$ cat config.mk
export PLATFORM = sky130hd
export DESIGN_NAME = rss_supervisor
export DESIGN_NICKNAME = d
export VERILOG_FILES = /design/src/inc/rss_pkg.sv /design/src/hdl/rss_supervisor.sv /design/src/hdl/rss_tick.sv
export SDC_FILE = /design/constraint.sdc
export NUM_CORES = 1
export LEC_CHECK = 0
export ABC_AREA = 1
export BUFFER_PORTS_ARGS = -buffer_cell sky130_fd_sc_hd__buf_2
export CORE_MARGIN = 1
export CORE_UTILIZATION = 45
export DETAILED_ROUTE_END_ITERATION = 12
export GPL_TIMING_DRIVEN = 0
export PLACE_DENSITY = 0.6
export SLEW_MARGIN = 20
export SYNTH_ARGS = -nofsm -noshare
export SYNTH_HDL_FRONTEND = slang
export SYNTH_HIERARCHICAL = 1
export SYNTH_SLANG_ARGS = --single-unit
$ cat constraint.sdc
create_clock -name ref_clk -period 2.1 [get_ports ref_clk]
set_input_delay 0.42 -clock ref_clk [delete_from_list [all_inputs] [get_ports ref_clk]]
set_output_delay 0.42 -clock ref_clk [all_outputs]
set_load 0.05 [all_outputs]
$ cat src/inc/rss_pkg.sv
// Shared constants for the rectifier supervisor status logic
package rss_pkg;
    // ----------------------------------------------------------------
    // Clock and timing
    // ----------------------------------------------------------------
    localparam int unsigned CLK_HZ = 20_000_000; // 50 ns period
    localparam int unsigned STARTUP_OVL_S = 20; // Startup overload allowance
    localparam int unsigned OV_RESTART_DLY_MS = 1000; // Delay per restart
    localparam int unsigned OV_WINDOW_S = 60; // Restart counting window
    localparam int unsigned PG_PULSE_MS = 1; // Overload pulse half period
    localparam int unsigned BLINK_MS = 500; // Indicator blink half period
    localparam int unsigned OV_MAX_TRIES = 3; // Failures before latch-off
    // Derived cycle counts
    localparam longint unsigned STARTUP_OVL_CYC =
        longint'(STARTUP_OVL_S) * CLK_HZ;
    localparam longint unsigned OV_RESTART_DLY_CYC =
        longint'(OV_RESTART_DLY_MS) * (CLK_HZ / 1000);
    localparam longint unsigned OV_WINDOW_CYC =
        longint'(OV_WINDOW_S) * CLK_HZ;
    localparam longint unsigned PG_PULSE_CYC =
        longint'(PG_PULSE_MS) * (CLK_HZ / 1000);
    localparam longint unsigned BLINK_CYC =
        longint'(BLINK_MS) * (CLK_HZ / 1000);
    // ----------------------------------------------------------------
    // Supervisor states
    // ----------------------------------------------------------------
    typedef enum logic [2:0] {
        RSS_OFF = 3'b000, // Output disabled
        RSS_RUN = 3'b001, // Output delivered
        RSS_SHUT = 3'b011, // Fault shutdown, waiting to retry
        RSS_LATCH = 3'b010 // Latched off
    } rss_state_e;
endpackage

$ cat src/hdl/rss_supervisor.sv
// Supervisor: on/off source, protection timers, status pins and LEDs
`timescale 1ns/1ns
module rss_supervisor #(
    parameter longint unsigned STARTUP_CYC = rss_pkg::STARTUP_OVL_CYC,
    parameter longint unsigned RETRY_CYC = rss_pkg::OV_RESTART_DLY_CYC,
    parameter longint unsigned WINDOW_CYC = rss_pkg::OV_WINDOW_CYC,
    parameter int unsigned PULSE_CYC = 32'(rss_pkg::PG_PULSE_CYC),
    parameter int unsigned BLINK_HALF_CYC = 32'(rss_pkg::BLINK_CYC)
) (
    input wire logic ref_clk,
    input wire logic nrst,
    input wire logic clk_en,
    // Pins and switches (asynchronous, synchronised here)
    input wire logic mode_sel_n, // Low selects link (RS485) mode
    input wire logic enable_n, // Low turns output on
    input wire logic link_mode_output_switch, // High turns on in link mode
    input wire logic onoff_sw, // Rear on/off switch, high is on
    input wire logic trim_sw, // Rear trim switch, high is on
    // Power stage monitors (same clock domain)
    input wire logic input_ok, // Input present and in limits
    input wire logic input_present, // Input present at all
    input wire logic overload, // Output in current limit
    input wire logic ov_trip, // Overvoltage detected
    input wire logic oc_trip, // Overcurrent shutdown request
    input wire logic ot_warn, // Temperature near shutdown
    input wire logic ot_trip, // Temperature at shutdown
    input wire logic boost_fail, // Boost stage failed
    input wire logic nonfatal_fault, // Fault that keeps output on
    input wire logic cmd_off, // Bus command holds output off
    input wire logic service_req, // Service request (bus mode)
    input wire logic link_lost, // Link mode communication lost
    // Setpoint source selection
    output logic use_trim, // Local trim pot drives setpoint
    output logic use_margin, // Margin input drives setpoint
    output logic use_default, // Factory default setpoint
    output logic link_mode, // Link mode active
    output logic output_on, // Power stage enable
    output logic latched_off, // Overvoltage latch state
    // Open-drain status: drive low when enable high
    output logic output_good_flag_o,
    output logic output_good_flag_oe,
    output logic fault_o,
    output logic fault_oe,
    output logic overheat_warning_o,
    output logic overheat_warning_oe,
    // Indicators, high is lit
    output logic led_input_ok,
    output logic led_output_ok,
    output logic led_service,
    output logic led_fault
);

    // ----------------------------------------------------------------
    // Pin synchronisers
    // ----------------------------------------------------------------
    // Two stages for every asynchronous pin
    localparam int NP = 5;
    logic [NP-1:0] pin_raw;
    logic [NP-1:0] pin_m_q;
    logic [NP-1:0] pin_s_q;
    assign pin_raw = {trim_sw, onoff_sw, link_mode_output_switch,
                      enable_n, mode_sel_n};

    always_ff @(posedge ref_clk) begin
        if (!nrst) begin
            pin_m_q <= 5'h13; // Idle levels, so no false on request
            pin_s_q <= 5'h13;
        end else if (clk_en) begin
            pin_m_q <= pin_raw;
            pin_s_q <= pin_m_q;
        end
    end

    // ----------------------------------------------------------------
    // Mode and on/off source
    // ----------------------------------------------------------------
    logic mode_link;
    logic req_on;
    assign mode_link = ~pin_s_q[0];
    // Switch on overrides the enable pin; link mode uses its own switch
    assign req_on = mode_link ? pin_s_q[2]
                  : (pin_s_q[3] | ~pin_s_q[1])
                  & ~cmd_off;
    assign link_mode = mode_link;

    // Setpoint source; trim pot default on, link mode overrides all
    assign use_trim = ~mode_link & pin_s_q[4];
    assign use_margin = ~mode_link & ~pin_s_q[4];
    assign use_default = mode_link | ~pin_s_q[4];

    // ----------------------------------------------------------------
    // Timers
    // ----------------------------------------------------------------
    logic [31:0] st_cnt_q; // Startup overload timer
    logic [31:0] dly_cnt_q; // Restart delay timer
    logic [31:0] win_cnt_q; // Overvoltage window timer
    logic [1:0] ov_cnt_q; // Overvoltage shutdowns in window
    logic startup_q; // Still in power-up phase
    logic st_expire;
    logic dly_done;
    logic win_done;
    logic ov_shut_q; // Current shutdown came from overvoltage
    rss_pkg::rss_state_e state_q;
    rss_pkg::rss_state_e state_d;

    assign st_expire = (st_cnt_q == 32'(STARTUP_CYC - 1)) & overload;
    assign dly_done = (dly_cnt_q == 32'(RETRY_CYC - 1));
    assign win_done = (win_cnt_q == 32'(WINDOW_CYC - 1));

    // Fault shutdown sources while running
    logic trip_any;
    assign trip_any = ov_trip | oc_trip | ot_trip | boost_fail
                    | (startup_q & st_expire);
    // Third overvoltage in window latches off
    logic ov_latch;
    assign ov_latch = ov_trip
                    & (ov_cnt_q == 2'(rss_pkg::OV_MAX_TRIES - 1));

    // ----------------------------------------------------------------
    // State machine
    // ----------------------------------------------------------------
    always_comb begin
        state_d = state_q;
        case (state_q)
            rss_pkg::RSS_OFF: begin
                if (req_on && input_ok) begin
                    state_d = rss_pkg::RSS_RUN;
                end
            end
            rss_pkg::RSS_RUN: begin
                if (!req_on || !input_ok) begin
                    state_d = rss_pkg::RSS_OFF;
                end else if (ov_latch) begin
                    state_d = rss_pkg::RSS_LATCH;
                end else if (trip_any) begin
                    state_d = rss_pkg::RSS_SHUT;
                end
            end
            rss_pkg::RSS_SHUT: begin
                if (!req_on) begin
                    state_d = rss_pkg::RSS_OFF;
                end else if (dly_done && !ot_trip && input_ok) begin
                    state_d = rss_pkg::RSS_RUN;
                end
            end
            rss_pkg::RSS_LATCH: begin
                // Only an on/off cycle or reset leaves the latch
                if (!req_on) begin
                    state_d = rss_pkg::RSS_OFF;
                end
            end
            default: state_d = rss_pkg::RSS_OFF;
        endcase
    end

    // State register; power cycle is nrst
    always_ff @(posedge ref_clk) begin
        if (!nrst) begin
            state_q <= rss_pkg::RSS_OFF;
        end else if (clk_en) begin
            state_q <= state_d;
        end
    end

    // Startup allowance: counts overload time after first power-up
    always_ff @(posedge ref_clk) begin
        if (!nrst) begin
            st_cnt_q <= '0;
            startup_q <= 1'b1;
        end else if (clk_en) begin
            if (state_q != rss_pkg::RSS_RUN) begin
                st_cnt_q <= '0;
            end else if (!overload) begin
                st_cnt_q <= '0;
                startup_q <= 1'b0; // Startup ends once load is carried
            end else if (st_expire) begin
                st_cnt_q <= '0;
            end else begin
                st_cnt_q <= st_cnt_q + 32'h1;
            end
        end
    end

    // Restart delay while shut down
    always_ff @(posedge ref_clk) begin
        if (!nrst) begin
            dly_cnt_q <= '0;
        end else if (clk_en) begin
            if (state_q != rss_pkg::RSS_SHUT || dly_done) begin
                dly_cnt_q <= '0;
            end else begin
                dly_cnt_q <= dly_cnt_q + 32'h1;
            end
        end
    end

    // Overvoltage count and one-minute window
    always_ff @(posedge ref_clk) begin
        if (!nrst) begin
            win_cnt_q <= '0;
            ov_cnt_q <= '0;
            ov_shut_q <= 1'b0;
        end else if (clk_en) begin
            if (state_q == rss_pkg::RSS_OFF) begin
                win_cnt_q <= '0;
                ov_cnt_q <= '0;
                ov_shut_q <= 1'b0;
            end else begin
                if (state_q == rss_pkg::RSS_RUN && ov_trip) begin
                    ov_shut_q <= 1'b1;
                end else if (state_d == rss_pkg::RSS_RUN) begin
                    ov_shut_q <= 1'b0;
                end
                if (ov_cnt_q == 2'h0 && !(state_q == rss_pkg::RSS_RUN
                    && ov_trip)) begin
                    win_cnt_q <= '0;
                end else if (win_done) begin
                    win_cnt_q <= '0;
                    ov_cnt_q <= '0;
                end else begin
                    win_cnt_q <= win_cnt_q + 32'h1;
                    if (state_q == rss_pkg::RSS_RUN && ov_trip
                        && !ov_latch) begin
                        ov_cnt_q <= ov_cnt_q + 2'h1;
                    end
                end
            end
        end
    end

    // ----------------------------------------------------------------
    // Pattern generators
    // ----------------------------------------------------------------
    logic blink;
    logic pulse;
    rss_tick #(.HALF_CYC(BLINK_HALF_CYC)) u_blink (
        .ref_clk(ref_clk),
        .nrst(nrst),
        .clk_en(clk_en),
        .wave(blink)
    );
    rss_tick #(.HALF_CYC(PULSE_CYC)) u_pulse (
        .ref_clk(ref_clk),
        .nrst(nrst),
        .clk_en(clk_en),
        .wave(pulse)
    );

    // ----------------------------------------------------------------
    // Status decode
    // ----------------------------------------------------------------
    logic running;
    logic pg_act;
    logic fault_act;
    logic warn_act;
    logic ot_shut;
    assign running = (state_q == rss_pkg::RSS_RUN);
    assign ot_shut = (state_q == rss_pkg::RSS_SHUT) & ot_trip;
    // Good while delivered; pulsed in overload; low when off
    assign pg_act = running & ~(overload & pulse);
    // Fault pin unused in link mode
    assign fault_act = ~mode_link & (ot_shut
                     | (state_q == rss_pkg::RSS_LATCH)
                     | boost_fail | (ov_shut_q & ~running)
                     | nonfatal_fault);
    // Outside link mode, warning stays low through the thermal shutdown, released once ot_warn and ot_trip both clear
    assign warn_act = ~mode_link & (ot_warn | ot_trip);

    // Registered pin and LED drives
    logic pg_q, flt_q, otw_q;
    logic l_in_q, l_out_q, l_svc_q, l_flt_q;
    logic l_in_d, l_out_d, l_svc_d, l_flt_d;
    assign l_in_d = input_ok | (input_present & blink);
    assign l_out_d = running & (~overload | blink);
    assign l_svc_d = ot_warn | ot_trip
                   | (~mode_link & service_req & blink);
    assign l_flt_d = (fault_act & ~nonfatal_fault) | nonfatal_fault
                   | (mode_link & (ot_shut
                   | (state_q == rss_pkg::RSS_LATCH) | boost_fail))
                   | (mode_link & link_lost & blink);

    always_ff @(posedge ref_clk) begin
        if (!nrst) begin
            pg_q <= 1'b0;
            flt_q <= 1'b0;
            otw_q <= 1'b0;
            {l_in_q, l_out_q, l_svc_q, l_flt_q} <= 4'h0;
        end else if (clk_en) begin
            pg_q <= pg_act;
            flt_q <= fault_act;
            otw_q <= warn_act;
            {l_in_q, l_out_q, l_svc_q, l_flt_q} <=
                {l_in_d, l_out_d, l_svc_d, l_flt_d};
        end
    end

    // Open drain: pull low for alarm, release for normal
    assign output_good_flag_o = 1'b0;
    assign output_good_flag_oe = ~pg_q;
    assign fault_o = 1'b0;
    assign fault_oe = flt_q;
    assign overheat_warning_o = 1'b0;
    assign overheat_warning_oe = otw_q;
    assign led_input_ok = l_in_q;
    assign led_output_ok = l_out_q;
    assign led_service = l_svc_q;
    assign led_fault = l_flt_q;
    assign output_on = running;
    assign latched_off = (state_q == rss_pkg::RSS_LATCH);
endmodule // rss_supervisor

$ cat src/hdl/rss_tick.sv
// Free-running square-wave generator used for blink and pulse patterns
`timescale 1ns/1ns
module rss_tick #(
    parameter int unsigned HALF_CYC = 10
) (
    input wire logic ref_clk,
    input wire logic nrst,
    input wire logic clk_en,
    output logic wave
);
    // Counter wide enough for one half period
    localparam int W = $clog2(HALF_CYC + 1);
    logic [W-1:0] cnt_q;
    logic wave_q;
    logic wrap;

    assign wrap = (cnt_q == W'(HALF_CYC - 1));
    assign wave = wave_q;

    // Toggle once per half period
    always_ff @(posedge ref_clk) begin
        if (!nrst) begin
            cnt_q <= '0;
            wave_q <= 1'b0;
        end else if (clk_en) begin
            cnt_q <= wrap ? '0 : cnt_q + 1'b1;
            if (wrap) begin
                wave_q <= ~wave_q;
            end
        end
    end
endmodule // rss_tick

==> run_results.csv, run 1 <==
group,metric,value,unit
worst_setup_path,crit_top_cell,"nor2_4",
timing,fin_tns_setup,0,ns
routing,drtIter0Drc,536,
worst_setup_path,r2r_start,"st_cnt_q[0]$_SDFFE_PN0P_",
worst_setup_path,critPathBufInv,0,
logic_synthesis,synthDistinctLibCells,47,
timing,fin_skew,0.01335,ns
finish,finalNonFillerCells,1695,
status,status,"complete, no violations",
placement,placed_cells,1660,
hold_path,hold_path.class,"in -> reg",
routing,drt-total-wl,23660,um
routing,drt_first_pass_iters,5,
worst_setup_path,max_stage_delay,0.35,ns
worst_setup_path,cp-start-kind,"register",
worst_setup_path,required,2.42,ns
pwr,p_leak,0.003738,uW
routing,drc,0,
cts,cts.sinks,161,
worst_setup_path,worstSetupEndpointType,"register",
cts,cts_buffers,17,
hold_path,hold_depth,3,
logic_synthesis,syn_inst,1361,
worst_setup_path,crit_slowest_cell,"dfxtp_2",
cts,clkTransAtPathRegs,0.06,ns
placement,dpl_cell_area,9622,um2
timing,worst_pin_slew,0.6717,ns
timing,setup_viol,0,
floorplanning,start_util,46.42,%
worst_setup_path,crit_chain,"ha_2 > nand2_2 > nor2_4 > nand2_4 > nor2_4 > nand2_2 > nor2_2 > nand2_2 > nor2_4 > nand3_2 > nor2_4 > nand3_1 > nand3_1 > nand2_1",
timing,slew_headroom,55.22,%
pwr,power,6731,uW
global_routing,grt_pass1_vias,7987,
finish,fin_nets,1445,
logic_synthesis,synth_edf_count,0,
pwr,max-vdd-ir-drop,0.4694,mV
timing,hold_viol_final,0,
logic_synthesis,ys_warn_count,6,
pwr,powerDensity,651.9,nW/um2
finish,antennaDiodeCount,0,
worst_setup_path,r2r_setup_slack,0.14,ns
finish,areaGrowthSynthToFinish,13.18,%
timing,min_period,1.964,ns
worst_setup_path,crit_family,"simple AND/OR/NAND/NOR gates",
cts,clockBufferDepth,2,
logic_synthesis,async_reset_ff_share,0,%
worst_setup_path,reg2reg_to,"st_cnt_q[28]$_SDFFE_PN0P_",
cts,cts_root_buf,"clkbuf_16",
placement,gp_congestion,0.8578,
worst_setup_path,cp.arrival,2.29,ns
floorplanning,die_area,20850,um2
global_routing,grt_max_degree,17,
timing,holdWs,0.2203,ns
cts,cts_hold_buf,0,
hold_path,min-delay-start,"onoff_sw",
routing,viasPerCell,5.065,
finish,stdcell_area,10320,um2
cts,clock_latency,0.43,ns
timing,slew_violations,0,
worst_setup_path,r2r_cells,14,
hold_path,hold_end,"pin_m_q[3]$_SDFFE_PN0P_",
logic_synthesis,synth-seq-cells,161,
timing,fmax,509.0,MHz
cts,htree_levels,4,
placement,hpwlAfterDp,17560,um
floorplanning,io_pins,36,
worst_setup_path,crit_fanout,4,
global_routing,grt_pass1_wl,39210,um
timing,finalCritPeriodShare,93.55,%
routing,wl_per_cell,13.96,um
routing,antenna_left,0,
placement,port_buffers,32,
logic_synthesis,synth.cell_area,9122,um2
global_routing,overflow,0,
floorplanning,die_h,144.4,um
global_routing,track_usage,24.01,%
floorplanning,coreArea,19650,um2
logic_synthesis,syn_avg_cell_area,6.703,um2
worst_setup_path,critPathKind,"reg -> reg",
routing,via_count,8585,
logic_synthesis,seq_area_frac_synth,35.33,%
finish,drive_above_1_share,14.27,%
global_routing,antenna_found_initial,0,
floorplanning,die_x,144.4,um
logic_synthesis,synth_flop_cell,"dfxtp_1",
cts,cts_tree,"done",
floorplanning,num_rows,51,
run,cap_viol_max_count,0,
==> flip-flops by register name, summed over array words and instances (netlist names), 2 cells and up <==
signal	cells
dly_cnt_q	32
st_cnt_q	32
win_cnt_q	32
u_blink/cnt_q	24
u_pulse/cnt_q	15
pin_m_q	5
pin_s_q	5
state_q	3
ov_cnt_q	2
==> cells in the final DEF (no fill, tap or decap), types with 4 or more instances in the layout <==
master / count
nor2_2: 16
o21ai_0: 49
buf_6: 4
a21oi_1: 53
nand4_1: 43
inv_2: 6
xnor2_1: 12
clkbuf_1: 15
nand2_2: 25
xor2_1: 24
nand3_2: 11
nor2_4: 33
nand2_4: 5
nor4_1: 17
nand2_1: 314
nor2_1: 215
buf_2: 37
dfxtp_1: 155
nor3_2: 8
nor3_1: 46
o22ai_1: 8
clkbuf_16: 17
nand3_1: 62
nor3b_1: 4
buf_1: 4
o21ai_1: 11
a31oi_1: 7
buf_4: 9
inv_1: 160
ha_1: 5
dfxtp_2: 6
==> Yosys cell counts (17+ instances only) <==
library cell  instances  area (um2)
nand3_1              62       310.3
inv_1               160       600.6
xor2_1               24       210.2
o21ai_0              51       255.2
nand2_2              23       143.9
nor2_1              220       825.8
nand2_1             317        1190
nor2_4               28       315.3
a21oi_1              53       265.3
nand4_1              43       269.0
nor4_1               17       106.4
nor3_1               47       235.2
dfxtp_1             161        3223
==> layer usage <==
metal / GRT usage (%) / vias up / part of all wire, %
met5: 0 / - / 0
met4: 6.482 / 0 / 1.2
met3: 3.377 / 19 / 4.3
met2: 39.88 / 153 / 46
met1: 32.36 / 3915 / 49
li1: - / 4498 / -
==> power by group <==
| part | leakage (uW) | switching, uW | total [uW] | internal (uW) |
|---|---|---|---|---|
| clock | 0.000284 | 1290 | 3190 | 1900 |
| sequential | 0.00131 | 27.0 | 3120 | 3090 |
| combinational | 0.00215 | 311 | 421 | 110 |
==> kinds of logic after synthesis <==
kind of cell | share of synthesized area (%)
xor gates and xnor gates | 3.456
buffers and inverters | 8.970
muxes | 0.1097
other | 0.04111
adders and majority gates | 0.9600
and+or+nand+nor | 42.60
AOI/OAI and AO/OA | 8.531
DFF | 35.33
==> worst max path at each step <==
stage / startpoint / endpoint / cells after the start
global route: st_cnt_q[2]$_SDFFE_PN0P_ / st_cnt_q[29]$_SDFFE_PN0P_ / 9
floorplan: st_cnt_q[0]$_SDFFE_PN0P_ / st_cnt_q[28]$_SDFFE_PN0P_ / 14
CTS: dly_cnt_q[0]$_SDFFE_PN0P_ / dly_cnt_q[26]$_SDFFE_PN0P_ / 11
detailed placement: nrst / dly_cnt_q[22]$_SDFFE_PN0P_ / 9
finish: st_cnt_q[0]$_SDFFE_PN0P_ / st_cnt_q[28]$_SDFFE_PN0P_ / 14
global placement: nrst / dly_cnt_q[0]$_SDFFE_PN0P_ / 9
==> area by class of cell <==
| type | instances | area, um2 |
|---|---|---|
| well taps | 265 | 331.6 |
| flip-flops and latches | 161 | 3231 |
| multi-input cells | 1002 | 5157 |
| repair buffers | 36 | 190.2 |
| fillers | 2042 | 9329 |
| clock inverters | 9 | 133.9 |
| inverters | 170 | 648.1 |
| plain buffers | 30 | 178.9 |
| clock buffers | 22 | 454.2 |
==> per-stage QoR <==
| stage | util, % | worst slack (ns) |
|---|---|---|
| floorplan | - | 0.3315 |
| global placement | 48.96 | -0.6622 |
| detailed placement | 48.96 | -0.6809 |
| CTS | 52.02 | 0.02050 |
| global route | 52.53 | -0.01126 |
| finish | 52.53 | 0.1355 |
==> timing repair <==
item / 4_1_cts / 5_1_grt
cloned: 0 / 0
buffers inserted: 1 / 3
pin swaps: 1 / 4
endpoints found under the setup margin: 39 / 45
gates resized for setup: 3 / 26
==> tightest hold or removal path: stages <==
cell and delay (ns):
buf_2 0.07, nor2_1 0.03, nor2_1 0.08
No activity file was read; power rests on OpenSTA's default activity.
==> run 2, diff against run 1 <==
--- a/config.mk
+++ b/config.mk
@@ -11,7 +11,8 @@
 export CORE_UTILIZATION = 45
 export DETAILED_ROUTE_END_ITERATION = 12
 export GPL_TIMING_DRIVEN = 0
-export PLACE_DENSITY = 0.6
+export MAX_ROUTING_LAYER = met4
+export PLACE_DENSITY = 0.73
 export SLEW_MARGIN = 20
 export SYNTH_ARGS = -nofsm -noshare
 export SYNTH_HDL_FRONTEND = slang
==> run 2 against run 1 <==
Compared with the run above: via count grew 2.6%; sequential power barely moved; sequential cell count did not move; routed wire length down 0.80%; largest cell class unchanged; non-clock buffer count increased by 3; clock-buffer cell count shrank 5; clock power fell by 2%; final cell count grew 0.18%; clock skew fell by 0.0046 ns; die area unchanged; fmax barely moved.
==> run_results.csv, run 2 (same netlist as run 1, synthesis figures left out) <==
group,metric,value,unit
timing,hold_viol_final,0,
timing,min_period,1.964,ns
worst_setup_path,max_stage_delay,0.44,ns
routing,antenna_left,0,
floorplanning,die_area,20850,um2
pwr,p_switching,1709,uW
timing,worst_pin_slew,0.7730,ns
cts,cts_tree,"done",
worst_setup_path,crit_chain,"nand2_2 > nor2_1 > nand2_1 > nor3_1 > nand4_1 > nand2_1 > inv_2 > buf_2 > o21ai_0 > a21oi_1",
floorplanning,io_pins,36,
pwr,intPower,4971,uW
floorplanning,start_util,46.42,%
global_routing,grt_pass1_wl,38500,um
finish,largestRegisters,"dly_cnt_q: 32 flops, st_cnt_q: 32 flops, win_cnt_q: 32 flops",
timing,fmax,509.1,MHz
finish,drive_above_1_share,14.73,%
timing,holdWs,0.2305,ns
finish,areaGrowthSynthToFinish,13.41,%
cts,clock_latency,0.43,ns
pwr,p_comb_share,6.4,%
cts,htree_levels,4,
placement,hpwlAfterDp,17220,um
hold_path,hold_path.class,"in -> reg",
placement,gp_congestion,0.9950,
cts,cts_hold_buf,0,
worst_setup_path,cp.arrival,2.28,ns
worst_setup_path,required,2.41,ns
global_routing,grt_max_degree,17,
routing,drtIter0Drc,665,
pwr,max-vdd-ir-drop,0.5422,mV
cts,clockBufferDepth,2,
cts,clkTransAtPathRegs,0.07,ns
worst_setup_path,crit_fanout,10,
cts,cts_buffers,17,
floorplanning,die_h,144.4,um
routing,via_count,8811,
worst_setup_path,worstSetupEndpointType,"register",
cts,cts_root_buf,"clkbuf_16",
cts,cts.sinks,161,
placement,placed_cells,1660,
finish,fillers,1970,
floorplanning,die_x,144.4,um
routing,drc,0,
worst_setup_path,crit_slowest_cell,"dfxtp_1",
finish,final_cell_mix,"nand2_1 (313), nor2_1 (215), inv_1 (160)",
routing,wl_per_cell,13.82,um
pwr,clkPwrFrac,46.9,%
finish,fin_nets,1448,
worst_setup_path,critPathKind,"reg -> reg",
timing,setup_viol,0,
finish,finalNonFillerCells,1698,
finish,final_common_cell,"nand2_1",
timing,finalCritPeriodShare,93.53,%
pwr,p_leak,0.003764,uW
global_routing,grt_pass1_vias,8038,
placement,port_buffers,32,
global_routing,track_usage,24.17,%
worst_setup_path,crit_top_cell,"nand2_1",
pwr,pwr-share-seq,46.7,%
routing,drt-total-wl,23470,um
run,cap_viol_max_count,0,
finish,final_core_util,52.64,%
floorplanning,num_rows,51,
pwr,p_sw_share,25.58,%
timing,fin_skew,0.008699,ns
global_routing,overflow,0,
pwr,powerDensity,645.6,nW/um2
routing,drt_first_pass_iters,5,
pwr,power,6679,uW
global_routing,antenna_found_initial,0,
floorplanning,coreArea,19650,um2
timing,slew_violations,0,
status,status,"complete, no violations",
routing,viasPerCell,5.189,
timing,slew_headroom,48.46,%
worst_setup_path,cp-start-kind,"register",
==> run 2: final timing paths <==
check             cells after the start  slack (ns)                       from                        end
hold / removal                        3        0.23                 mode_sel_n    pin_m_q[0]$_SDFFE_PN1P_
setup reg to reg                     10        0.14  st_cnt_q[25]$_SDFFE_PN0P_  st_cnt_q[11]$_SDFFE_PN0P_
setup / recovery                     10        0.14  st_cnt_q[25]$_SDFFE_PN0P_  st_cnt_q[11]$_SDFFE_PN0P_
hold reg to reg                       2        0.46    pin_m_q[0]$_SDFFE_PN1P_    pin_m_q[0]$_SDFFE_PN1P_
==> run 2: routing by layer <==
layer	track usage, %	vias to the layer above	share of wire (%)
met5	-	-	0
met4	6.260	0	1.5
met3	4.735	34	5.6
met2	38.56	239	46
met1	31.17	4033	47
li1	-	4505	-
==> run 2: layout make-up <==
type | count | area (um2) | area share (%)
Inverter | 170 | 648.1 | 6.264
Timing Repair Buffer | 39 | 212.7 | 2.056
Clock inverter | 13 | 152.6 | 1.475
Clock buffer | 17 | 425.4 | 4.112
Sequential cell | 161 | 3232 | 31.24
Antenna cell | 1 | 2.502 | 0.02419
Tap cell | 265 | 331.6 | 3.205
Buffer | 30 | 181.4 | 1.754
Multi-Input combinational cell | 1002 | 5160 | 49.87
==> run 2: what timing repair did <==
item	in CTS	in global routing
pin swaps	2	7
resized for setup	2	27
endpoints found under the hold margin	0	0
endpoints found under the setup margin	22	46
setup buffers	1	6
==> run 2: metrics by stage <==
stage / setup slack (ns) / TNS, ns / cell area, um2
global placement: -0.5653 / -19.03 / 9622
floorplan: 0.3315 / 0 / 9130
detailed placement: -0.5415 / -17.23 / 9622
finish: 0.1358 / 0 / 10350
CTS: 0.01660 / 0 / 10210
global route: -0.02593 / -0.05266 / 10340
==> run 2: power by group through the flow <==
| stage | sequential [uW] | combinational (uW) | clock (uW) |
|---|---|---|---|
| 4_1_cts | 3120 | 418 | 3190 |
| 5_1_grt | 3120 | 464 | 3340 |
| 2_1_floorplan | 3200 | 255 | 0 |
| 3_3_place_gp | 3180 | 411 | 0 |
| 3_5_place_dp | 3190 | 416 | 0 |
| 6_report | 3120 | 426 | 3140 |
==> run 2: critical path, delay by kind of cell, from the launching register on <==
family                 cells  cell delay, ns
buffers and inverters      2            0.31
DFF                        1            0.44
and+or+nand+nor            6            0.89
AOI/OAI and AO/OA          2            0.21
==> run 3, diff against run 2 <==
--- a/config.mk
+++ b/config.mk
@@ -13,6 +13,7 @@
 export GPL_TIMING_DRIVEN = 0
 export MAX_ROUTING_LAYER = met4
 export PLACE_DENSITY = 0.73
+export REMOVE_ABC_BUFFERS = 1
 export SLEW_MARGIN = 20
 export SYNTH_ARGS = -nofsm -noshare
 export SYNTH_HDL_FRONTEND = slang
==> constraint.sdc (replaced) <==
create_clock -name ref_clk -period 2.09 [get_ports ref_clk]
set_input_delay 0.418 -clock ref_clk [delete_from_list [all_inputs] [get_ports ref_clk]]
set_output_delay 0.418 -clock ref_clk [all_outputs]
set_load 0.05 [all_outputs]
==> run 3 against run 2 <==
Compared with the run above: routed wire length is 7.3% lower; clock power is 6.7% lower; fmax fell by 3.4%; design area decreased by 1.5%; register-to-register slack lost 0.08 ns; critical endpoint is now st_cnt_q[21]$_SDFFE_PN0P_.
==> run_results.csv, run 3 (same netlist as run 1, synthesis figures left out) <==
group,metric,value,unit
routing,drtIter0Drc,483,
timing,hold_viol_final,0,
timing,fin_skew,0.01102,ns
floorplanning,coreArea,19650,um2
floorplanning,die_area,20850,um2
pwr,p_leak,0.003671,uW
worst_setup_path,cp-endpoint,"st_cnt_q[21]$_SDFFE_PN0P_",
worst_setup_path,r2r_start,"st_cnt_q[15]$_SDFFE_PN0P_",
worst_setup_path,cp-startpoint,"st_cnt_q[15]$_SDFFE_PN0P_",
routing,antenna_left,0,
pwr,max-vdd-ir-drop,0.5412,mV
cts,cts_buffers,17,
finish,final_common_cell,"nand2_1",
pwr,power,6452,uW
hold_path,hold_path.class,"in -> reg",
worst_setup_path,required,2.43,ns
finish,final_cell_mix,"nand2_1 (312), nor2_1 (216), inv_1 (158)",
global_routing,overflow,0,
finish,largestRegisters,"dly_cnt_q: 32 flops, st_cnt_q: 32 flops, win_cnt_q: 32 flops",
cts,htree_levels,4,
floorplanning,die_h,144.4,um
placement,hpwlAfterDp,15240,um
global_routing,grt_pass1_vias,7823,
timing,worst_pin_slew,0.5492,ns
timing,min_period,2.032,ns
pwr,powerDensity,633.0,nW/um2
routing,wl_per_cell,12.99,um
floorplanning,num_rows,51,
status,status,"complete, no violations",
routing,drt_first_pass_iters,4,
placement,placed_cells,1630,
worst_setup_path,cp.arrival,2.37,ns
finish,seqCellArea,3234,um2
timing,fmax,492.0,MHz
floorplanning,die_x,144.4,um
timing,finalCritPeriodShare,97.24,%
placement,port_buffers,32,
global_routing,antenna_found_initial,1,
routing,drc,0,
routing,via_count,8501,
cts,cts.sinks,161,
floorplanning,start_util,46.42,%
routing,viasPerCell,5.078,
worst_setup_path,reg2reg_to,"st_cnt_q[21]$_SDFFE_PN0P_",
finish,finalNonFillerCells,1674,
floorplanning,io_pins,36,
cts,clock_latency,0.44,ns
finish,areaGrowthSynthToFinish,11.73,%
cts,clkTransAtPathRegs,0.07,ns
timing,rsz0062_at_grt,"yes",
cts,cts_tree,"done",
worst_setup_path,r2r_cells,11,
global_routing,track_usage,22.59,%
placement,dpl_cell_area,9449,um2
finish,drive_above_1_share,14.35,%
timing,slew_violations,0,
routing,drt-total-wl,21750,um
finish,final_core_util,51.86,%
worst_setup_path,critPathKind,"reg -> reg",
finish,multi_input_area,5154,um2
global_routing,grt_max_degree,66,
worst_setup_path,worstSetupEndpointType,"register",
worst_setup_path,r2r_setup_slack,0.06,ns
cts,cts_root_buf,"clkbuf_16",
timing,fin_tns_setup,0,ns
timing,slew_headroom,63.19,%
worst_setup_path,cp-start-kind,"register",
global_routing,grt_pass1_wl,36300,um
placement,gp_congestion,0.8965,
cts,clockBufferDepth,2,
finish,stdcell_area,10190,um2
finish,fillers,1942,
run,cap_viol_max_count,0,
finish,fin_nets,1422,
timing,setup_viol,0,
worst_setup_path,crit_fanout,15,
run 3: how the worst min path moves through the flow:
stage                                      from                                to  slack (ns)  cells after the start
3_3_place_gp   overheat_warning_oe$_SDFFE_PN0P_  overheat_warning_oe$_SDFFE_PN0P_        0.43                      2
5_1_grt                                enable_n           pin_m_q[1]$_SDFFE_PN1P_        0.22                      3
3_5_place_dp   overheat_warning_oe$_SDFFE_PN0P_  overheat_warning_oe$_SDFFE_PN0P_        0.44                      2
2_1_floorplan           pin_s_q[2]$_SDFFE_PN0P_           pin_s_q[2]$_SDFFE_PN0P_        0.43                      2
4_1_cts                                enable_n           pin_m_q[1]$_SDFFE_PN1P_        0.19                      3
6_report                               enable_n           pin_m_q[1]$_SDFFE_PN1P_        0.20                      3
run 3: layout make-up:
class                      instances  area share (%)
clock buffer                      19           4.346
clock inverter                    13           1.007
timing repair inverter             1         0.04910
tap                              265           3.253
multi-input combinational       1002           50.56
sequential                       161           31.73
inverter                         170           6.506
antenna                            1         0.02455
timing repair buffer              42           2.517
run 3: worst max-delay path: stages, from the launching register on:
cell	delay [ns]
dfxtp_1	0.42
inv_1	0.13
nor2_1	0.21
nand3_1	0.11
nor3_1	0.17
nand4_1	0.12
nand2_2	0.24
inv_2	0.20
nand2_1	0.13
o211ai_1	0.10
nand2_1	0.07
inv_1	0.03
run 3: per-layer routing:
metal | GRT usage (%) | part of all wire [%] | vias to the layer above
li1 | - | - | 4459
met1 | 27.95 | 48 | 3834
met2 | 35.91 | 45 | 172
met3 | 4.404 | 4.8 | 36
met4 | 9.363 | 2.6 | 0
met5 | - | 0 | -
run 3: stage by stage:
stage / hold slack [ns] / setup slack (ns)
2_1_floorplan: 0.4282 / -0.01668
3_3_place_gp: 0.4307 / -2.514
3_5_place_dp: 0.4383 / -2.556
4_1_cts: 0.1893 / 0.001658
5_1_grt: 0.2244 / -0.07718
6_report: 0.1963 / 0.05759
run 3: where the power goes:
group / total (uW) / switching [uW] / internal (uW)
sequential: 3130 / 26.4 / 3100
combinational: 393 / 295 / 98.0
clock: 2930 / 1360 / 1570
total: 6450 / 1680 / 4770
run 3: timing repair:
| item | 4_1_cts | 5_1_grt |
|---|---|---|
| pin swaps | 1 | 8 |
| setup buffers | 3 | 7 |
| cloned | 1 | 0 |
| hold buffers | 0 | 0 |
| gates resized for setup | 11 | 26 |
| setup endpoints to repair | 85 | 69 |
